## config.mk

```make
export PLATFORM = sky130hd
export DESIGN_NAME = ascp_async_serial_channel
export DESIGN_NICKNAME = d
export VERILOG_FILES = /design/src/ascp_pkg.sv /design/src/ascp_async_serial_channel.sv /design/src/ascp_rx_fifo.sv /design/src/ascp_rx_deser.sv
export SDC_FILE = /design/constraint.sdc
export NUM_CORES = 1
export LEC_CHECK = 0
export BUFFER_PORTS_ARGS = -buffer_cell sky130_fd_sc_hd__buf_4
export CAP_MARGIN = 10
export CORE_MARGIN = 2
export CORE_UTILIZATION = 50
export CTS_BUF_LIST = sky130_fd_sc_hd__clkbuf_16
export CTS_CLUSTER_DIAMETER = 120
export DETAILED_ROUTE_END_ITERATION = 16
export PLACE_DENSITY = 0.78
export SYNTH_ARGS = -nofsm -noshare
export SYNTH_HDL_FRONTEND = slang
export SYNTH_HIERARCHICAL = 1
export SYNTH_SLANG_ARGS = --single-unit
```

## constraint.sdc

```tcl
create_clock -name clk_in -period 3.3 [get_ports clk_in]
set_input_delay 0.33 -clock clk_in [delete_from_list [all_inputs] [get_ports clk_in]]
set_output_delay 0.33 -clock clk_in [all_outputs]
set_load 0.005 [all_outputs]
```

## src/ascp_pkg.sv

```systemverilog
// Constants, types and register layout for the async serial channel
package ascp_pkg;
  // Pointer values selecting a target register
  localparam logic [2:0] PTR_PRIMARY = 3'h0;
  localparam logic [2:0] PTR_ERR = 3'h1;
  localparam logic [2:0] PTR_RXCTL = 3'h3;
  localparam logic [2:0] PTR_MODE = 3'h4;
  localparam logic [2:0] PTR_TXCTL = 3'h5;
  // Command codes in bits 5..3 of a command byte
  localparam logic [2:0] CMD_RST_EXT = 3'h2;
  localparam logic [2:0] CMD_CH_RST = 3'h3;
  localparam logic [2:0] CMD_ERR_RST = 3'h6;
  localparam int CMD_LSB = 3;
  // Primary status bits
  localparam int PS_RX_AVAIL = 0;
  localparam int PS_TX_EMPTY = 2;
  localparam int PS_DCD = 3;
  localparam int PS_CTS = 5;
  localparam int PS_BREAK = 7;
  // Error status bits: all sent and receive errors
  localparam int ES_ALL_SENT = 0;
  localparam int ES_PARITY = 4;
  localparam int ES_OVERRUN = 5;
  localparam int ES_FRAMING = 6;
  // Control register fields
  localparam int RC_RX_EN = 0;
  localparam int RC_AUTO = 5;
  localparam int TC_RTS = 1;
  localparam int TC_TX_EN = 3;
  localparam int TC_BREAK = 4;
  localparam int TC_DTR = 7;
  localparam int AM_PAR_EN = 0;
  localparam int AM_PAR_EVEN = 1;
  localparam int AM_STOP_LSB = 2;
  localparam int AM_CLK_LSB = 6;
  localparam logic [1:0] STOP_TWO = 2'h3;
  // Reset values and sizes
  localparam logic [7:0] REG_RST = 8'h00;
  localparam int RX_DEPTH = 3;
  localparam logic [3:0] TX_BITS_BASE = 4'ha;
  // Clock division counts
  localparam logic [6:0] DIV_X1 = 7'h01;
  localparam logic [6:0] DIV_X16 = 7'h10;
  localparam logic [6:0] DIV_X32 = 7'h20;
  localparam logic [6:0] DIV_X64 = 7'h40;

  typedef struct packed {
    logic framing;
    logic [7:0] data;
  } ascp_char_s;

  typedef struct packed {
    logic brk;
    logic cts;
    logic dcd;
  } ascp_ext_s;

  // Input clock ticks per bit for a clock-mode field
  function automatic logic [6:0] ascp_div(input logic [1:0] sel);
    case (sel)
      2'h0: ascp_div = DIV_X1;
      2'h1: ascp_div = DIV_X16;
      2'h2: ascp_div = DIV_X32;
      default: ascp_div = DIV_X64;
    endcase
  endfunction
endpackage

```

## src/ascp_async_serial_channel.sv

```systemverilog
// One polled asynchronous serial channel with byte-wide host port
`timescale 1ns/1ps
//
// How it works
// - Status bit 0 set while characters wait
// - Receive buffer holds three characters
// - Reading last character clears bit 0
// - Null character with framing error flags break
// - Reset-status command reloads live line values
// - Carrier detect shown in status bit 3
// - Clear-to-send shown in status bit 5
// - Status bit 2 means transmit buffer empty
// - Error bits: framing 6, overrun 5, parity 4
// - Fourth unread character raises overrun
// - Overrun and parity stick until error reset
// - Reset-status command keeps error latches
// - Framing error follows each character
// - Line transitions latched, two remembered
// - One command byte sets pointer and command
// - Receiver runs only with enable bit
// - Channel reset command restores reset state
// - Mode supports divide-by-64, two stops, parity
// - Control registers hold character and enable settings
// - Other registers take pointer then value
// - Carrier and clear-to-send status bits are inverse of line pins
// - Auto enables gate on low carrier, clear
module ascp_async_serial_channel (
  input wire logic clk_in,
  input wire logic sys_rst_in,
  input wire logic ce_in,
  input wire logic sel_in,
  input wire logic ctrl_sel_in,
  input wire logic rd_in,
  input wire logic wr_in,
  input wire logic [7:0] data_in,
  output logic [7:0] data_out,
  input wire logic rx_tick_in,
  input wire logic tx_tick_in,
  input wire logic rxd_in,
  output logic txd_out,
  input wire logic dcd_n_in,
  input wire logic cts_n_in,
  output logic rts_n_out,
  output logic dtr_n_out
);
  logic [7:0] ptr_q, rxctl, mode, txctl;
  logic [7:0] next_rxctl, next_mode, next_txctl, next_data;
  logic [2:0] ptr, next_ptr, cmd;
  logic wr_ctl, wr_dat, rd_ctl, rd_dat, is_cmd;
  logic do_ch_rst, do_rst_ext, do_err_rst, ch_rst;
  logic [7:0] ps, es;
  ascp_pkg::ascp_ext_s live, ext_st, next_ext_st;
  logic ext_lock, next_ext_lock, ext_pend, next_ext_pend;
  logic par_q, next_par, ovr_q, next_ovr;
  logic rx_valid, rx_perr, rx_brk, rx_gate, fifo_avail, fifo_ovr;
  ascp_pkg::ascp_char_s rx_char, head;
  logic [7:0] tx_buf, next_tx_buf;
  logic tx_full, next_tx_full, tx_gate, next_txd, par_bit, two_stop;
  logic [11:0] tx_sh, next_tx_sh;
  logic [3:0] tx_left, next_tx_left;
  logic [6:0] tx_cnt, next_tx_cnt, tx_div;

  assign ptr = ptr_q[2:0];

  // Host access decode: select routes data or control path
  assign wr_ctl = sel_in && wr_in && ctrl_sel_in;
  assign wr_dat = sel_in && wr_in && !ctrl_sel_in;
  assign rd_ctl = sel_in && rd_in && ctrl_sel_in;
  assign rd_dat = sel_in && rd_in && !ctrl_sel_in;
  assign cmd = data_in[ascp_pkg::CMD_LSB +: 3];
  assign is_cmd = wr_ctl && (ptr == ascp_pkg::PTR_PRIMARY);

  // Commands carried in a pointer byte
  assign do_ch_rst = is_cmd && (cmd == ascp_pkg::CMD_CH_RST);
  assign do_rst_ext = is_cmd && (cmd == ascp_pkg::CMD_RST_EXT);
  assign do_err_rst = is_cmd && (cmd == ascp_pkg::CMD_ERR_RST);
  assign ch_rst = sys_rst_in || (ce_in && do_ch_rst);

  // Auto enables gate receiver and transmitter on low modem lines
  assign rx_gate = rxctl[ascp_pkg::RC_RX_EN]
    && (!rxctl[ascp_pkg::RC_AUTO] || !dcd_n_in);
  assign tx_gate = txctl[ascp_pkg::TC_TX_EN]
    && (!rxctl[ascp_pkg::RC_AUTO] || !cts_n_in);

  // Modem outputs follow the transmit control bits
  assign rts_n_out = !txctl[ascp_pkg::TC_RTS];
  assign dtr_n_out = !txctl[ascp_pkg::TC_DTR];

  ascp_rx_deser u_deser (
    .clk_in(clk_in),
    .rst_in(ch_rst),
    .ce_in(ce_in),
    .tick_in(rx_tick_in),
    .clk_sel_in(mode[ascp_pkg::AM_CLK_LSB +: 2]),
    .enable_in(rx_gate),
    .par_en_in(mode[ascp_pkg::AM_PAR_EN]),
    .par_even_in(mode[ascp_pkg::AM_PAR_EVEN]),
    .rxd_in(rxd_in),
    .valid_out(rx_valid),
    .char_out(rx_char),
    .par_err_out(rx_perr),
    .brk_out(rx_brk)
  );

  ascp_rx_fifo u_fifo (
    .clk_in(clk_in),
    .rst_in(ch_rst),
    .ce_in(ce_in),
    .push_in(rx_valid),
    .wdata_in(rx_char),
    .pop_in(rd_dat),
    .rdata_out(head),
    .avail_out(fifo_avail),
    .overrun_out(fifo_ovr)
  );

  // Primary and error status assembly
  always_comb begin
    ps = ascp_pkg::REG_RST;
    ps[ascp_pkg::PS_RX_AVAIL] = fifo_avail;
    ps[ascp_pkg::PS_TX_EMPTY] = !tx_full;
    ps[ascp_pkg::PS_DCD] = ext_st.dcd;
    ps[ascp_pkg::PS_CTS] = ext_st.cts;
    ps[ascp_pkg::PS_BREAK] = ext_st.brk;
    es = ascp_pkg::REG_RST;
    es[ascp_pkg::ES_ALL_SENT] = !tx_full && (tx_left == 4'h0);
    es[ascp_pkg::ES_PARITY] = par_q;
    es[ascp_pkg::ES_OVERRUN] = ovr_q;
    es[ascp_pkg::ES_FRAMING] = fifo_avail && head.framing;
  end

  // Pointer, control registers and read data
  always_comb begin
    next_ptr = ptr;
    next_rxctl = rxctl;
    next_mode = mode;
    next_txctl = txctl;
    next_data = data_out;
    if (wr_ctl) begin
      if (ptr == ascp_pkg::PTR_PRIMARY) begin
        next_ptr = data_in[2:0];
      end else begin
        next_ptr = ascp_pkg::PTR_PRIMARY;
        if (ptr == ascp_pkg::PTR_RXCTL) begin
          next_rxctl = data_in;
        end else if (ptr == ascp_pkg::PTR_MODE) begin
          next_mode = data_in;
        end else if (ptr == ascp_pkg::PTR_TXCTL) begin
          next_txctl = data_in;
        end
      end
    end else if (rd_ctl) begin
      next_ptr = ascp_pkg::PTR_PRIMARY;
      next_data = (ptr == ascp_pkg::PTR_ERR) ? es : ps;
    end else if (rd_dat) begin
      next_data = head.data;
    end
  end

  // External status latch with one pending transition
  assign live = {rx_brk, !cts_n_in, !dcd_n_in};
  always_comb begin
    next_ext_st = ext_st;
    next_ext_lock = ext_lock;
    next_ext_pend = ext_pend;
    if (do_rst_ext) begin
      next_ext_st = live;
      next_ext_lock = ext_pend;
      next_ext_pend = 1'b0;
    end else if (!ext_lock) begin
      if (live != ext_st) begin
        next_ext_st = live;
        next_ext_lock = 1'b1;
      end
    end else if (live != ext_st) begin
      next_ext_pend = 1'b1;
    end
  end

  // Sticky error latches, a new error wins over the reset
  always_comb begin
    next_par = (par_q && !do_err_rst) || (rx_valid && rx_perr);
    next_ovr = (ovr_q && !do_err_rst) || fifo_ovr;
  end

  // Transmit buffer and shifter
  assign tx_div = ascp_pkg::ascp_div(mode[ascp_pkg::AM_CLK_LSB +: 2]);
  assign par_bit = (^tx_buf) ^ !mode[ascp_pkg::AM_PAR_EVEN];
  assign two_stop = (mode[ascp_pkg::AM_STOP_LSB +: 2] == ascp_pkg::STOP_TWO);
  always_comb begin
    next_tx_buf = tx_buf;
    next_tx_full = tx_full;
    next_tx_sh = tx_sh;
    next_tx_left = tx_left;
    next_tx_cnt = tx_cnt;
    if (tx_tick_in && tx_cnt != 7'h00) begin
      next_tx_cnt = tx_cnt - 7'h01;
    end
    if (tx_left != 4'h0) begin
      if (tx_tick_in && tx_cnt == 7'h00) begin
        next_tx_sh = {1'b1, tx_sh[11:1]};
        next_tx_left = tx_left - 4'h1;
        next_tx_cnt = tx_div - 7'h01;
      end
    end else if (tx_full && tx_gate) begin
      if (mode[ascp_pkg::AM_PAR_EN]) begin
        next_tx_sh = {2'h3, par_bit, tx_buf, 1'b0};
      end else begin
        next_tx_sh = {3'h7, tx_buf, 1'b0};
      end
      next_tx_left = ascp_pkg::TX_BITS_BASE + {3'h0, mode[ascp_pkg::AM_PAR_EN]}
        + {3'h0, two_stop};
      next_tx_cnt = tx_div - 7'h01;
      next_tx_full = 1'b0;
    end
    if (wr_dat && !tx_full) begin
      next_tx_buf = data_in;
      next_tx_full = 1'b1;
    end
    if (txctl[ascp_pkg::TC_BREAK]) begin
      next_txd = 1'b0;
    end else begin
      next_txd = (tx_left != 4'h0) ? tx_sh[0] : 1'b1;
    end
  end

  // State registers, frozen while the clock enable is low
  always_ff @(posedge clk_in) begin
    if (ch_rst) begin
      ptr_q <= ascp_pkg::REG_RST;
      rxctl <= ascp_pkg::REG_RST;
      mode <= ascp_pkg::REG_RST;
      txctl <= ascp_pkg::REG_RST;
      data_out <= ascp_pkg::REG_RST;
      ext_st <= '0;
      ext_lock <= 1'b0;
      ext_pend <= 1'b0;
      par_q <= 1'b0;
      ovr_q <= 1'b0;
      tx_buf <= ascp_pkg::REG_RST;
      tx_full <= 1'b0;
      tx_sh <= '1;
      tx_left <= 4'h0;
      tx_cnt <= 7'h00;
      txd_out <= 1'b1;
    end else if (ce_in) begin
      ptr_q <= {5'h00, next_ptr};
      rxctl <= next_rxctl;
      mode <= next_mode;
      txctl <= next_txctl;
      data_out <= next_data;
      ext_st <= next_ext_st;
      ext_lock <= next_ext_lock;
      ext_pend <= next_ext_pend;
      par_q <= next_par;
      ovr_q <= next_ovr;
      tx_buf <= next_tx_buf;
      tx_full <= next_tx_full;
      tx_sh <= next_tx_sh;
      tx_left <= next_tx_left;
      tx_cnt <= next_tx_cnt;
      txd_out <= next_txd;
    end
  end
endmodule

```

## src/ascp_rx_fifo.sv

```systemverilog
// Three-entry receive character buffer with overrun overwrite
`timescale 1ns/1ps
module ascp_rx_fifo (
  input wire logic clk_in,
  input wire logic rst_in,
  input wire logic ce_in,
  input wire logic push_in,
  input wire ascp_pkg::ascp_char_s wdata_in,
  input wire logic pop_in,
  output ascp_pkg::ascp_char_s rdata_out,
  output logic avail_out,
  output logic overrun_out
);
  ascp_pkg::ascp_char_s mem [ascp_pkg::RX_DEPTH];
  ascp_pkg::ascp_char_s next_mem [ascp_pkg::RX_DEPTH];
  logic [1:0] rd, next_rd, cnt, next_cnt;
  logic next_ovr, do_pop;

  // Index arithmetic modulo the depth
  function automatic logic [1:0] wrap(input logic [1:0] base, input logic [1:0] off);
    logic [2:0] s;
    s = {1'b0, base} + {1'b0, off};
    wrap = (s >= 3'(ascp_pkg::RX_DEPTH)) ? 2'(s - 3'(ascp_pkg::RX_DEPTH)) : s[1:0];
  endfunction

  assign avail_out = (cnt != 2'h0);
  assign rdata_out = mem[rd];
  assign do_pop = pop_in && avail_out;

  // Push, pop and overwrite of the newest entry when full
  always_comb begin
    next_mem = mem;
    next_rd = rd;
    next_cnt = cnt;
    next_ovr = 1'b0;
    if (do_pop) begin
      next_rd = wrap(rd, 2'h1);
      next_cnt = cnt - 2'h1;
    end
    if (push_in) begin
      if (cnt == 2'(ascp_pkg::RX_DEPTH) && !do_pop) begin
        next_mem[wrap(rd, cnt - 2'h1)] = wdata_in;
        next_ovr = 1'b1;
      end else begin
        next_mem[wrap(rd, cnt)] = wdata_in;
        next_cnt = next_cnt + 2'h1;
      end
    end
  end

  // Buffer state registers
  always_ff @(posedge clk_in) begin
    if (rst_in) begin
      rd <= 2'h0;
      cnt <= 2'h0;
      overrun_out <= 1'b0;
    end else if (ce_in) begin
      mem <= next_mem;
      rd <= next_rd;
      cnt <= next_cnt;
      overrun_out <= next_ovr;
    end
  end
endmodule

```

## src/ascp_rx_deser.sv

```systemverilog
// Receive deserialiser: start detect, sampling, parity, stop and break
`timescale 1ns/1ps
module ascp_rx_deser (
  input wire logic clk_in,
  input wire logic rst_in,
  input wire logic ce_in,
  input wire logic tick_in,
  input wire logic [1:0] clk_sel_in,
  input wire logic enable_in,
  input wire logic par_en_in,
  input wire logic par_even_in,
  input wire logic rxd_in,
  output logic valid_out,
  output ascp_pkg::ascp_char_s char_out,
  output logic par_err_out,
  output logic brk_out
);
  typedef enum logic [2:0] {S_IDLE, S_START, S_DATA, S_PAR, S_STOP, S_LOW} ascp_rx_e;
  ascp_rx_e state, next_state;
  logic [6:0] cnt, next_cnt, div;
  logic [2:0] bitn, next_bitn;
  logic [7:0] sh, next_sh;
  logic pbit, next_pbit, next_valid, next_perr, next_brk, due;
  ascp_pkg::ascp_char_s next_char;

  assign div = ascp_pkg::ascp_div(clk_sel_in);
  assign due = tick_in && (cnt == 7'h00);

  // Receive sequencer, one sample per bit period
  always_comb begin
    next_state = state;
    next_cnt = cnt;
    next_bitn = bitn;
    next_sh = sh;
    next_pbit = pbit;
    next_valid = 1'b0;
    next_char = char_out;
    next_perr = 1'b0;
    next_brk = brk_out && !rxd_in;
    if (tick_in && cnt != 7'h00) begin
      next_cnt = cnt - 7'h01;
    end
    case (state)
      S_IDLE: if (!rxd_in) begin
        next_state = S_START;
        next_cnt = div >> 1;
      end
      S_START: if (due) begin
        next_state = rxd_in ? S_IDLE : S_DATA;
        next_cnt = div - 7'h01;
        next_bitn = 3'h0;
      end
      S_DATA: if (due) begin
        next_sh = {rxd_in, sh[7:1]};
        next_bitn = bitn + 3'h1;
        next_cnt = div - 7'h01;
        if (bitn == 3'h7) begin
          next_state = par_en_in ? S_PAR : S_STOP;
        end
      end
      S_PAR: if (due) begin
        next_pbit = rxd_in;
        next_cnt = div - 7'h01;
        next_state = S_STOP;
      end
      S_STOP: if (due) begin
        next_valid = 1'b1;
        next_char = {!rxd_in, sh};
        next_perr = par_en_in && ((^sh ^ pbit) == par_even_in);
        if (!rxd_in && sh == 8'h00) begin
          next_brk = 1'b1;
        end
        next_state = rxd_in ? S_IDLE : S_LOW;
      end
      S_LOW: if (rxd_in) begin
        next_state = S_IDLE;
      end
      default: next_state = S_IDLE;
    endcase
    if (!enable_in) begin
      next_state = S_IDLE;
      next_valid = 1'b0;
    end
  end

  // Sequencer registers
  always_ff @(posedge clk_in) begin
    if (rst_in) begin
      state <= S_IDLE;
      cnt <= 7'h00;
      bitn <= 3'h0;
      sh <= 8'h00;
      pbit <= 1'b0;
      valid_out <= 1'b0;
      char_out <= '0;
      par_err_out <= 1'b0;
      brk_out <= 1'b0;
    end else if (ce_in) begin
      state <= next_state;
      cnt <= next_cnt;
      bitn <= next_bitn;
      sh <= next_sh;
      pbit <= next_pbit;
      valid_out <= next_valid;
      char_out <= next_char;
      par_err_out <= next_perr;
      brk_out <= next_brk;
    end
  end
endmodule

```

Word level (Yosys, flattened, before mapping):

Cells that the tools add are included.

* flip-flop bits (word level): 139
* bits of input ports: 20
* output and inout bits: 11
* word-level logic and storage cells: 263

* add/subtract/negate cells: 15
* order comparisons: 8
* equality and inequality tests: 31
* multiplexer cells: 77
* bitwise logic cells: 10
* reduce and logical (&&, ||, !) cells: 85

Operators with widths (count)
* $bwmux W27: 2
* $mux W3: 18
* $mux W7: 7
* $demux W9 S2: 2
* $mux W12: 3
* $mux W9: 4
* $logic_and A1 B1 Y1: 31
* $mux W27: 1
* $reduce_and A3 Y1: 9
* $mux W8: 3
* $mux W1: 21
* $ne A3 B3 Y1 const B: 7
* $pmux W7 S3: 1
* $sub A7 B1 Y7 const B: 3
* $bmux W9 S2: 1
* $eq A3 B3 Y1 const B: 6
* $pmux W3 S6: 1
* $reduce_bool A2 Y1: 8
* $reduce_xor A8 Y1: 2
* $eq A3 B2 Y1 const B: 5
* $logic_not A7 Y1: 2
* $mux W2: 7
* $pmux W7 S2: 1
* $reduce_bool A7 Y1: 2
* 38 further kinds: 79

Logic depth before layout (Yosys ltp):

Gate-level depths: netlist of run 1.

* depth after elaboration: 11
* mapped depth: 10
* mapped depth without buffers: 9

Modules after synthesis:

Netlist of run 1, hierarchy kept.

Modules (own cells, without submodules)
* ascp_async_serial_channel: instances 1, cells each 365, area each 3029.2 um^2, sequential area each 1221.2 um^2
* ascp_rx_deser: instances 1, cells each 225, area each 1933.1 um^2, sequential area each 680.7 um^2
* ascp_rx_fifo: instances 1, cells each 157, area each 1834.3 um^2, sequential area each 910.9 um^2

Worst setup path before layout of run 1:

Ideal clock, no wire load.

* kind: reg2reg
* start: register u_fifo/rd[1] (netlist name)
* end: register u_fifo/mem[0] (netlist name) (enable)
* setup time: 375 ps
* data arrival time: 2866 ps
* data required time: 2925 ps
* path slack: 59 ps
* stages on the path, launching flop included: 10
* path buffers: 1
* clock period less this slack: 3241 ps
* path through: dfxtp_1 buf_2 inv_1 fa_1 inv_1 ha_1 or2b_2 a21o_2 o32ai_4 nor2b_1

RTL lines
* to (signal assigned): line ascp_rx_fifo.sv:58 `mem <= next_mem;`
* to (decl): line ascp_rx_fifo.sv:14 `ascp_pkg::ascp_char_s mem [ascp_pkg::RX_DEPTH];`

==> key figures, run 1 <==
STA
  – Setup violators final: 0
  – Achievable Freq: 0.321 GHz
  – Max_slew headroom: 25.7%
  – Final period util: 94.4%
  – Worst Max-Slew Pin Slew: roughly 1.1 ns
  – Final hold violations: 0
  – Tmin final: 3.12 ns
  – Pins Over Slew Limit: 0
  – RSZ-0062 raised after global routing: no
  – Hold_ws: 0.121 ns
  – Worst Skew: 0.00762 ns

Min path
  – WHS Endpoint: ext_st[1]
  – Hold path start: cts_n_in
  – Hold path cells: 2
  – Hold crit path type: primary input to flop

Die
  – Die area: ~15000 µm²
  – DIE WIDTH: 121 µm
  – Core area: roughly 13000 µm²
  – Die extent in y: 121 µm
  – Row cnt: 42
  – Initial Util: 51.3%
  – Ports: 31

Detailed routing
  – DRT Wirelength: 16300 µm
  – Met3 WL: 1110 µm
  – DR iter-0 viols: roughly 530
  – DR vias: 5756
  – Top layer in use: met4
  – Vias/cell: 5.97
  – ANT nets after route: 0
  – Met2 Wirelength: 7720 µm
  – Met1 WL: 7040 µm
  – Detailed-router iteration count before antenna repair: 5
  – Avg WL per Cell: 16.9 µm
  – Residual DRC: 0

Worst setup path
  – Critical Path Slowest Stage Cell: or4b_4
  – Critical path peak fanout: 9
  – Critical Path Stages: 9
  – Data arrival time of the critical path: 3.23 ns
  – Crit path kind: flop to flop
  – FF-to-FF End: u_fifo/mem[10]
  – Crit Reg-Reg Startpoint: u_fifo/cnt[0]
  – Worst reg2reg setup slack: 0.18 ns
  – Critical path origin: u_fifo/cnt[0]
  – Crit-path cells: inv_1, ha_1, inv_1, fa_1, ha_1, or4b_4, o31a_2, mux2i_4, and2b_2
  – Sum of buffers and inverters on the critical path: 2
  – Worst setup SP type: flop
  – Crit path required time: 3.41 ns
  – Largest stage delay on the critical path: 0.56 ns
  – Worst Reg-to-Reg Cells: 9
  – Top delay family on crit path: adder cells
  – Crit end category: flop

Global route
  – Total global-route track usage: 23.1%
  – Vias in the first global route: 5477
  – Largest net degree at the start of global routing: 58
  – Total grt overflow: 0
  – First-pass GRT wire length: about 27000 µm
  – Antenna violations before repair: 0

Placed design
  – IO buf count: 30
  – Total placed instance area: slightly above 7000 µm²
  – Dpl cells: 932
  – RePlAce Congestion: between 0.8 and 0.9
  – HPWL after detailed placement: about 11000 µm

Clocking
  – Max H-tree Level: 4
  – Num CTS Buffers: 17
  – Hold_buf cts: 0
  – Worst-case clock buffer depth: 2
  – Clock latency at the later pin of the worst-skew pair: 0.42 ns
  – TritonCTS clock tree: built
  – Clock root cell: clkbuf_16
  – Reg clk slew, reported paths: 0.05 ns
  – Setup Buffers After CTS: 0
  – Clock net sink count: 127

Cells and area
  – Layout Area Growth over Synthesis: 14.6%
  – Layout Nets: 815
  – Layout cell share with drive strength beyond 1: a little over an eighth
  – Util after Layout: 58.8%
  – Final Cell Area: 7790 µm²
  – Finished Layout Cells: between 900 and 1000
  – ANT cells: 0

Power and ir drop
  – Total power: 4.02 mW
  – Power Density: 517 nW/µm²
  – Leak: 2.94 nW
  – Worst VDD drop: 0.387 mV

Synthesis
  – Compound-Gate Fraction of Synth Area: 15.7%
  – Multiplexer share of the synthesized area: between 8 and 9%
  – Post-Syn Area: between 6000 and 7000 µm²
  – Area leader, netlist: dfxtp_1
  – Largest family of logic cells by synthesized area: simple AND/OR/NAND/NOR gates
  – Xor and xnor fraction of the mapped netlist area: ~2.4%
  – Post-Synth Simple-Gate Area: between 20% and 30%
  – Syn Nets: 787
  – Primary FF master, synth: dfxtp_1
  – Seq/Total Area, Yosys: 41.4%
  – Syn Inst Count: 747
  – Yosys warns: 6
  – Distinct cell type count after synthesis: 90
  – Fraction of registers with async set/reset: 0%
  – Top-area cell type share of the netlist area: 29.5%
  – Yosys reg bits: 127
  – Synthesized area per cell: roughly 9.1 µm²
  – EDFF count, synth: 27
  – Synth top area cells: dfxtp_1, edfxtp_1, mux2i_1, nor2_1, ha_1
  – Post-Synth Adder-Cell Area: 3.90%

Run status
  – Status: complete, no violations

Flow run
  – Max cap viols: 0
state kept, by name, indices dropped and copies added (netlist names), 4 cells and up:
register,count
tx_buf,8
tx_left,4
u_deser/char_out,9
txctl,4
u_deser/cnt,7
u_fifo/mem,27
tx_sh,10
mode,6
u_deser/sh,8
data_out,8
tx_cnt,7
worst reg2reg max path, stage by stage (launching register included):
cell	delay, ns
dfxtp_2	0.38
inv_1	0.10
ha_1	0.34
inv_1	0.08
fa_1	0.52
ha_1	0.26
or4b_4	0.56
o31a_2	0.15
mux2i_4	0.15
and2b_2	0.28
worst max-delay path by stage:
stage / slack, ns / end
3_5_place_dp: -0.007 / u_fifo/mem[5]
3_3_place_gp: 0.16 / u_fifo/mem[0]
6_report: 0.18 / u_fifo/mem[10]
5_1_grt: 0.03 / u_fifo/mem[1]
4_1_cts: 0.03 / u_fifo/mem[22]
2_1_floorplan: 0.06 / u_fifo/mem[0]
repair_timing:
item                                    4_1_cts  5_1_grt
endpoints found under the setup margin       18       36
gates resized for setup                       2        3
gates cloned                                  0        0
pin swaps                                     0        0
cell families after synthesis:
group                      count (synthesis)
AOI/OAI and AO/OA                        151
xor gates and xnor gates                  17
adders and majority gates                 20
buffers and inverters                     74
DFF                                      127
muxes                                     55
and+or+nand+nor                          303
layout make-up:
cell class / instances / area [µm²]
Fill cell: 1117 / 5460
Multi-Input combinational cell: 546 / 3700
Sequential cell: 127 / 2810
Clock buffer: 17 / 425
Timing Repair Buffer: 46 / 345
Tap cell: 176 / 220
Clock inverter: 15 / 141
Inverter: 37 / 139
power breakdown:
group          switching, mW  internal [mW]  total [mW]
clock network          0.639           1.16        1.80
registers             0.0492           1.63        1.68
logic                  0.320          0.229       0.549
layout by cell type, fill, tap and decap left out, drive strengths merged, types with 20 or more instances in the layout:
| cell | Yosys | routed |
|---|---|---|
| and2 | 21 | 21 |
| nand3 | 20 | 20 |
| edfxtp | 27 | 27 |
| mux2i | 53 | 53 |
| inv | 36 | 43 |
| nor2 | 97 | 97 |
| dfxtp | 100 | 100 |
| a21oi | 31 | 31 |
| buf | 8 | 46 |
| nand2 | 53 | 53 |
| o21ai | 32 | 32 |
metal layers:
layer | vias to the layer above | GRT usage [%]
li1 | 2763 | -
met1 | 2714 | 29.4
met2 | 240 | 37.2
met3 | 39 | 6.18
met4 | 0 | 9.52
met5 | - | 0
per-stage QoR:
stage | TNS [ns] | worst slack [ns]
finish | 0 | 0.185
CTS | 0 | 0.0321
global placement | 0 | 0.159
detailed placement | -0.0603 | -0.00683
floorplan | 0 | 0.0586
global route | 0 | 0.0306
Yosys cell counts (4+ instances only):
cell and count:
o32ai_1 5, xnor2_1 12, inv_1 35, o211ai_1 5, a221oi_1 5, and2_1 20, a21oi_1 30, nor3b_1 6
or2_2 4, nand4b_1 5, nor3_1 16, o22ai_1 6, nor2b_1 18, o21ai_1 4, nand3b_1 4, clkbuf_1 28
nand3_1 20, a211oi_1 4, edfxtp_1 27, a31oi_1 11, o311ai_1 8, buf_2 4, dfxtp_1 100, mux2i_1 52
nor2_1 97, nand4_1 14, nand2_1 53, nand2b_1 10, nor4_1 5, xor2_1 4, o311ai_0 4, ha_1 18
o21ai_0 28
Power figures use the tool's default switching activity.
==> run 2, diff against run 1 <==
--- a/config.mk
+++ b/config.mk
@@ -5,6 +5,7 @@
 export SDC_FILE = /design/constraint.sdc
 export NUM_CORES = 1
 export LEC_CHECK = 0
+export ABC_AREA = 1
 export BUFFER_PORTS_ARGS = -buffer_cell sky130_fd_sc_hd__buf_4
 export CAP_MARGIN = 10
 export CORE_MARGIN = 2
@@ -12,7 +13,8 @@
 export CTS_BUF_LIST = sky130_fd_sc_hd__clkbuf_16
 export CTS_CLUSTER_DIAMETER = 120
 export DETAILED_ROUTE_END_ITERATION = 16
-export PLACE_DENSITY = 0.78
+export MAX_ROUTING_LAYER = met4
+export PLACE_DENSITY = 0.75
 export SYNTH_ARGS = -nofsm -noshare
 export SYNTH_HDL_FRONTEND = slang
 export SYNTH_HIERARCHICAL = 1
==> constraint.sdc (replaced) <==
create_clock -name clk_in -period 3.6 [get_ports clk_in]
set_input_delay 0.36 -clock clk_in [delete_from_list [all_inputs] [get_ports clk_in]]
set_output_delay 0.36 -clock clk_in [all_outputs]
set_load 0.005 [all_outputs]
==> run 2 against run 1 <==
  * Largest cell class unchanged
  * Cell area rose by 1.3%
  * Clock power barely moved
  * Sequential cell count did not move
  * Hold slack improved by 0.097 ns
  * Largest power group unchanged
  * Non-clock buffer count fell by 12
  * Sequential share of layout area fell by 0.49 points
  * First-iteration DRC count fell by 4.0%
  * Synthesized cell count rose by 25%
  * Critical path depth rose by 3
==> key figures, run 2 <==
Worst setup path
  – Worst setup SP type: flop (unchanged)
  – Largest stage delay on the critical path: 0.53 ns (was 0.56 ns)
  – Sum of buffers and inverters on the critical path: 2 (unchanged)
  – Crit-path cells: inv_1, ha_1, inv_1, fa_1, ha_1, nor2_2, nand2_1, nand2_1, nand2_1, nor2_2, nor2_4, nor2_1 (was inv_1, ha_1, inv_1, fa_1, ha_1, or4b_4, o31a_2, mux2i_4, and2b_2)
  – Critical Path Slowest Stage Cell: fa_1 (was or4b_4)
  – Worst path most repeated cell: nand2_1
  – Crit path required time: 3.65 ns (was 3.41 ns)
  – Top delay family on crit path: simple AND/OR/NAND/NOR gates (was adder cells)
  – Crit end category: flop (unchanged)
  – Crit path kind: flop to flop (unchanged)
  – Critical path peak fanout: 10 (was 9)
  – Data arrival time of the critical path: 3.28 ns (was 3.23 ns)

STA
  – Worst Max-Slew Pin Slew: 0.876 ns (was 1.11 ns)
  – RSZ-0062 raised after global routing: no (unchanged)
  – Hold_ws: 0.218 ns (was 0.121 ns)
  – Achievable Freq: 0.310 GHz (was 0.321 GHz)
  – Setup violators final: 0 (unchanged)
  – Pins Over Slew Limit: 0 (unchanged)
  – Max_slew headroom: 41.3% (was 25.7%)
  – Final period util: 89.7% (was 94.4%)
  – Final hold violations: 0 (unchanged)
  – Tmin final: 3.23 ns (was 3.12 ns)
  – Setup TNS Final: 0 ns (unchanged)
  – Worst Skew: 0.00612 ns (was 0.00762 ns)

Power and ir drop
  – Total power: 4.36 mW (was 4.02 mW)
  – Power Density: 553 nW/µm² (was 517 nW/µm²)
  – Worst VDD drop: 0.465 mV (was 0.387 mV)
  – Leak: 3.28 nW (was 2.94 nW)

Detailed routing
  – Avg WL per Cell: 14.1 µm (was 16.9 µm)
  – Vias/cell: 5.34 (was 5.97)
  – ANT nets after route: 0 (unchanged)
  – Residual DRC: 0 (unchanged)
  – DR vias: 6162 (was 5756)
  – Detailed-router iteration count before antenna repair: 7 (was 5)
  – DR iter-0 viols: 510 (was 531)
  – DRT Wirelength: 16200 µm (was 16300 µm)

Clocking
  – Post-CTS resize count: 0 (was 2)
  – Num CTS Buffers: 17 (unchanged)
  – Setup Buffers After CTS: 0 (unchanged)
  – Reg clk slew, reported paths: 0.05 ns (about the same)
  – TritonCTS clock tree: built (unchanged)
  – Clock root cell: clkbuf_16 (unchanged)
  – Worst-case clock buffer depth: 2 (unchanged)
  – Max H-tree Level: 4 (unchanged)
  – Hold_buf cts: 0 (unchanged)
  – Clock net sink count: 127 (unchanged)
  – Clock latency at the later pin of the worst-skew pair: 0.42 ns (about the same)

Synthesis
  – Seq/Total Area, Yosys: 40.5% (was 41.4%)
  – Most frequent cell after synthesis: nand2_1 (was dfxtp_1)
  – Yosys warns: 6 (unchanged)
  – Synthesized area per cell: 7.45 µm² (was 9.10 µm²)
  – Top-area cell type share of the netlist area: 28.8% (was 29.5%)
  – Syn Nets: 971 (was 787)
  – Post-Syn Area: 6940 µm² (was 6800 µm²)
  – Yosys reg bits: 127 (unchanged)
  – Synth cell count leaders: nand2_1, dfxtp_1, nor2_1 (was dfxtp_1, nor2_1, nand2_1)
  – Syn Inst Count: 931 (was 747)
  – Distinct cell type count after synthesis: 48 (was 90)
  – Area leader, netlist: dfxtp_1 (unchanged)
  – EDFF count, synth: 27 (unchanged)
  – Synth top area cells: dfxtp_1, nand2_1, edfxtp_1, a21oi_1, nor2_1 (was dfxtp_1, edfxtp_1, mux2i_1, nor2_1, ha_1)
  – Primary FF master, synth: dfxtp_1 (unchanged)
  – Fraction of registers with async set/reset: 0% (unchanged)

Cells and area
  – Top reg by flops: u_fifo/mem (unchanged)
  – Finished Layout Cells: 1154 (was 964)
  – Layout cell share with drive strength beyond 1: 14.2% (was 13.7%)
  – Reg area: 2810 µm² (about the same)
  – Layout Nets: 1001 (was 815)
  – Layout Area Growth over Synthesis: 13.7% (was 14.6%)
  – Most frequent cells in the layout: nand2_1, dfxtp_1, inv_1, nor2_1, a21oi_1 (was dfxtp_1, nor2_1, nand2_1, mux2i_1, buf_4)
  – Area of the multi-input gates: 3570 µm² (was 3700 µm²)
  – Most common cell after layout, fill and taps aside: nand2_1 (was dfxtp_1)
  – Largest register FFs: 27 (unchanged)
  – ANT cells: 0 (unchanged)
  – Filler instances: 1246 (was 1117)
  – Biggest regs: u_fifo/mem x27, tx_sh x10, u_deser/char_out x9 (unchanged)
  – Util after Layout: 57.5% (was 58.8%)

Die
  – Ports: 31 (unchanged)
  – Initial Util: 50.6% (was 51.3%)
  – Die area: 14800 µm² (was 14500 µm²)
  – Row cnt: 43 (was 42)
  – DIE WIDTH: 122 µm (was 121 µm)
  – Die extent in y: 122 µm (was 121 µm)
  – Core area: 13700 µm² (was 13200 µm²)

Global route
  – Vias in the first global route: 5680 (was 5477)
  – First-pass GRT wire length: 27100 µm (was 26600 µm)
  – Antenna violations before repair: 0 (unchanged)
  – Largest net degree at the start of global routing: 37 (was 58)
  – Total global-route track usage: 23.8% (was 23.1%)
  – Total grt overflow: 0 (unchanged)

Placed design
  – IO buf count: 30 (unchanged)
  – Dpl cells: 1122 (was 932)
  – RePlAce Congestion: 0.859 (was 0.851)
  – HPWL after detailed placement: 11400 µm (about the same)

Flow run
  – Max cap viols: 0 (unchanged)

Min path
  – Hold crit path type: primary input to flop (unchanged)

Run status
  – Status: complete, no violations (unchanged)
## run 2: cells by family after synthesis
kind of cell	after synthesis	share of synthesized area [%]
and+or+nand+nor	462	31.1
adders and majority gates	20	3.82
AOI/OAI and AO/OA	179	14.6
xor gates and xnor gates	15	1.89
buffers and inverters	128	7.99
DFF	127	40.5
## run 2: layer usage
metal | GRT usage, % | up-vias | wire length [µm]
met3 | 4.40 | 29 | 689
li1 | - | 3140 | -
met5 | - | - | 0
met1 | 30.8 | 2835 | 7540
met2 | 37.2 | 158 | 7740
met4 | 9.20 | 0 | 278
## run 2: area by class of cell
cell class | count | area share, %
flip-flops and latches | 127 | 35.7
well taps | 180 | 2.85
multi-input cells | 676 | 45.3
inverters | 105 | 5.03
clock inverters | 15 | 2.54
repair buffers | 34 | 3.24
clock buffers | 17 | 5.39
## run 2: path summary, 6_finish.rpt
| path | startpoint | endpoint | slack (ns) | cells after the start |
|---|---|---|---|---|
| worst min register to register | tx_sh[0] | tx_sh[0] | 0.46 | 2 |
| worst min-delay path | data_in[2] | ptr_q[2] | 0.22 | 3 |
| worst max register to register | u_fifo/cnt[0] | u_fifo/mem[22] | 0.37 | 12 |
| worst max-delay path | u_fifo/cnt[0] | u_fifo/mem[22] | 0.37 | 12 |
## run 2: worst min-delay path: stages
cell and delay [ns]:
buf_4 0.10, a31oi_1 0.07, nor2_1 0.07
## run 2: per-stage QoR
step / cell area [µm²] / setup WS [ns]
6_report: 7890 / 0.371
5_1_grt: 7890 / 0.111
4_1_cts: 7890 / 0.379
3_5_place_dp: 7260 / 0.398
3_3_place_gp: 7260 / 0.517
2_1_floorplan: 6940 / 0.655
## run 2: power breakdown
group | internal (mW) | switching [mW] | total, mW
Sequential | 1.51 | 0.0751 | 1.59
Combinational | 0.344 | 0.597 | 0.941
Clock | 1.21 | 0.621 | 1.83
Total | 3.07 | 1.29 | 4.36
==> run 3, diff against run 2 <==
--- a/config.mk
+++ b/config.mk
@@ -14,7 +14,8 @@
 export CTS_CLUSTER_DIAMETER = 120
 export DETAILED_ROUTE_END_ITERATION = 16
 export MAX_ROUTING_LAYER = met4
-export PLACE_DENSITY = 0.75
+export PLACE_DENSITY = 0.78
+export REMOVE_ABC_BUFFERS = 1
 export SYNTH_ARGS = -nofsm -noshare
 export SYNTH_HDL_FRONTEND = slang
 export SYNTH_HIERARCHICAL = 1
==> constraint.sdc (replaced) <==
create_clock -name clk_in -period 2.9 [get_ports clk_in]
set_input_delay 0.29 -clock clk_in [delete_from_list [all_inputs] [get_ports clk_in]]
set_output_delay 0.29 -clock clk_in [all_outputs]
set_load 0.005 [all_outputs]
==> run 3 against run 2 <==
  * Sequential share of layout area down 0.30 points
  * Setup slack worse by 0.21 ns
  * Sequential cell count unchanged
  * Fmax up 18%
  * Wire length down 0.91%
  * Cell area up 0.86%
  * Register-to-register slack worse by 0.21 ns
  * Clock skew up 0.0015 ns
  * Core utilization up 0.49 points
  * Die area unchanged
  * Count of clock-buffer cells in the layout unchanged
  * Critical endpoint is now u_fifo/mem[19]
  * Largest cell class unchanged
==> key figures, run 3 (same netlist as run 2, synthesis figures left out) <==
STA
  – Worst Skew: 0.00763 ns (was 0.00612 ns)
  – Worst Max-Slew Pin Slew: 0.832 ns (was 0.876 ns)
  – Tmin final: 2.73 ns (was 3.23 ns)
  – Achievable Freq: 0.366 GHz (was 0.310 GHz)
  – Final period util: 94.3% (was 89.7%)
  – Final hold violations: 0 (unchanged)
  – Max_slew headroom: 44.2% (was 41.3%)
  – Setup violators final: 0 (unchanged)
  – Hold_ws: 0.149 ns (was 0.218 ns)
  – RSZ-0062 raised after global routing: no (unchanged)
  – Pins Over Slew Limit: 0 (unchanged)

Detailed routing
  – DR iter-0 viols: 639 (was 510)
  – Residual DRC: 0 (unchanged)
  – Avg WL per Cell: 13.9 µm (was 14.1 µm)
  – ANT nets after route: 0 (unchanged)
  – Detailed-router iteration count before antenna repair: 5 (was 7)
  – DR vias: 6172 (was 6162)
  – Vias/cell: 5.31 (was 5.34)
  – DRT Wirelength: 16100 µm (was 16200 µm)

Power and ir drop
  – Power Density: 668 nW/µm² (was 553 nW/µm²)
  – Worst VDD drop: 0.435 mV (was 0.465 mV)
  – Total power: 5.32 mW (was 4.36 mW)
  – Leak: 3.30 nW (was 3.28 nW)

Global route
  – First-pass GRT wire length: 26500 µm (was 27100 µm)
  – Largest net degree at the start of global routing: 37 (unchanged)
  – Total global-route track usage: 23.4% (was 23.8%)
  – Vias in the first global route: 5561 (was 5680)
  – Antenna violations before repair: 0 (unchanged)
  – Total grt overflow: 0 (unchanged)

Worst setup path
  – Crit path required time: 3.02 ns (was 3.65 ns)
  – Crit end category: flop (unchanged)
  – Worst setup SP type: flop (unchanged)
  – Critical path peak fanout: 10 (unchanged)
  – Largest stage delay on the critical path: 0.47 ns (was 0.53 ns)
  – Worst path most repeated cell: inv_1 (was nand2_1)
  – Data arrival time of the critical path: 2.86 ns (was 3.28 ns)
  – Crit-path cells: inv_1, ha_1, inv_1, fa_2, ha_2, o21ai_1, nand3_2, nor2_2, nor2_4, nor2_1, buf_4 (was inv_1, ha_1, inv_1, fa_1, ha_1, nor2_2, nand2_1, nand2_1, nand2_1, nor2_2, nor2_4, nor2_1)
  – Critical Path Slowest Stage Cell: fa_2 (was fa_1)
  – Crit path kind: flop to flop (unchanged)

Flow run
  – Max cap viols: 0 (unchanged)

Clocking
  – Worst-case clock buffer depth: 2 (unchanged)
  – Max H-tree Level: 4 (unchanged)
  – Clock root cell: clkbuf_16 (unchanged)
  – Clock latency at the later pin of the worst-skew pair: 0.42 ns (about the same)
  – Num CTS Buffers: 17 (unchanged)
  – Clock net sink count: 127 (unchanged)
  – Hold_buf cts: 0 (unchanged)
  – TritonCTS clock tree: built (unchanged)
  – Reg clk slew, reported paths: 0.06 ns (was 0.05 ns)

Die
  – Die area: 14800 µm² (unchanged)
  – Initial Util: 50.6% (unchanged)
  – Ports: 31 (unchanged)
  – Core area: 13700 µm² (unchanged)
  – Row cnt: 43 (unchanged)
  – Die extent in y: 122 µm (unchanged)
  – DIE WIDTH: 122 µm (unchanged)

Placed design
  – IO buf count: 30 (unchanged)
  – RePlAce Congestion: 0.830 (was 0.859)
  – HPWL after detailed placement: 11400 µm (about the same)

Cells and area
  – Top reg by flops: u_fifo/mem (unchanged)
  – Layout Area Growth over Synthesis: 14.6% (was 13.7%)
  – Most common cell after layout, fill and taps aside: nand2_1 (unchanged)
  – Most frequent cells in the layout: nand2_1, dfxtp_1, nor2_1, inv_1, a21oi_1 (was nand2_1, dfxtp_1, inv_1, nor2_1, a21oi_1)
  – Filler instances: 1245 (was 1246)
  – Layout Nets: 1009 (was 1001)
  – ANT cells: 0 (unchanged)
  – Layout cell share with drive strength beyond 1: 15.7% (was 14.2%)
  – Biggest regs: u_fifo/mem x27, tx_sh x10, u_deser/char_out x9 (unchanged)
  – Largest register FFs: 27 (unchanged)
  – Util after Layout: 58.0% (was 57.5%)

Min path
  – Hold crit path type: primary input to flop (unchanged)

Run status
  – Status: complete, no violations (unchanged)
-- run 3: path summary, 6_finish.rpt --
| check | start | endpoint | slack [ns] | depth (start not counted) |
|---|---|---|---|---|
| min reg2reg | rxctl[0] | rxctl[0] | 0.45 | 2 |
| min | data_in[2] | ptr_q[2] | 0.15 | 3 |
| max reg2reg | u_fifo/cnt[1] | u_fifo/mem[19] | 0.17 | 11 |
| max | u_fifo/cnt[1] | u_fifo/mem[19] | 0.17 | 11 |
-- run 3: timing repair --
| item | 4_1_cts | 5_1_grt |
|---|---|---|
| setup buffers | 0 | 3 |
| gates resized for setup | 0 | 9 |
| endpoints found under the setup margin | 0 | 27 |
-- run 3: report_power, final --
group | total, mW | internal, mW | switching, mW | leakage (nW)
registers | 1.97 | 1.88 | 0.0923 | 1.01
logic | 1.16 | 0.430 | 0.732 | 1.99
clock network | 2.19 | 1.42 | 0.771 | 0.299
total | 5.32 | 3.72 | 1.60 | 3.30
-- run 3: metrics by stage --
| stage | setup WS [ns] | cells | area [µm²] | setup TNS [ns] |
|---|---|---|---|---|
| final | 0.166 | 1162 | 7960 | 0 |
| after global routing | 0.0230 | 1162 | 7960 | 0 |
| after CTS | 0.0801 | 1158 | 7900 | 0 |
| after detailed placement | 0.116 | 1126 | 7290 | 0 |
| after global placement | 0.219 | 1126 | 7290 | 0 |
| after floorplan | -0.0453 | 908 | 6780 | -0.524 |
-- run 3: cell type report --
type / instances / area [µm²] / area share [%]
clock buffer: 17 / 425 / 5.35
inverter: 105 / 397 / 4.99
sequential: 127 / 2810 / 35.4
clock inverter: 15 / 176 / 2.22
timing repair buffer: 42 / 313 / 3.93
multi-input combinational: 676 / 3610 / 45.3
tap: 180 / 225 / 2.83
-- run 3: layer usage --
layer  global-route usage, %  share of wire (%)
met1                    29.4                 46
met4                    7.76                1.9
met2                    36.9                 48
met5                       -                  0
met3                    5.81                4.5
-- run 3: worst max-delay path, delay by kind of cell (launching register included) --
kind                       cells  cell delay [ns]
AOI/OAI and AO/OA              1             0.24
adders and majority gates      3             0.97
buffers and inverters          3             0.37
DFF                            1             0.35
and+or+nand+nor                4             0.50
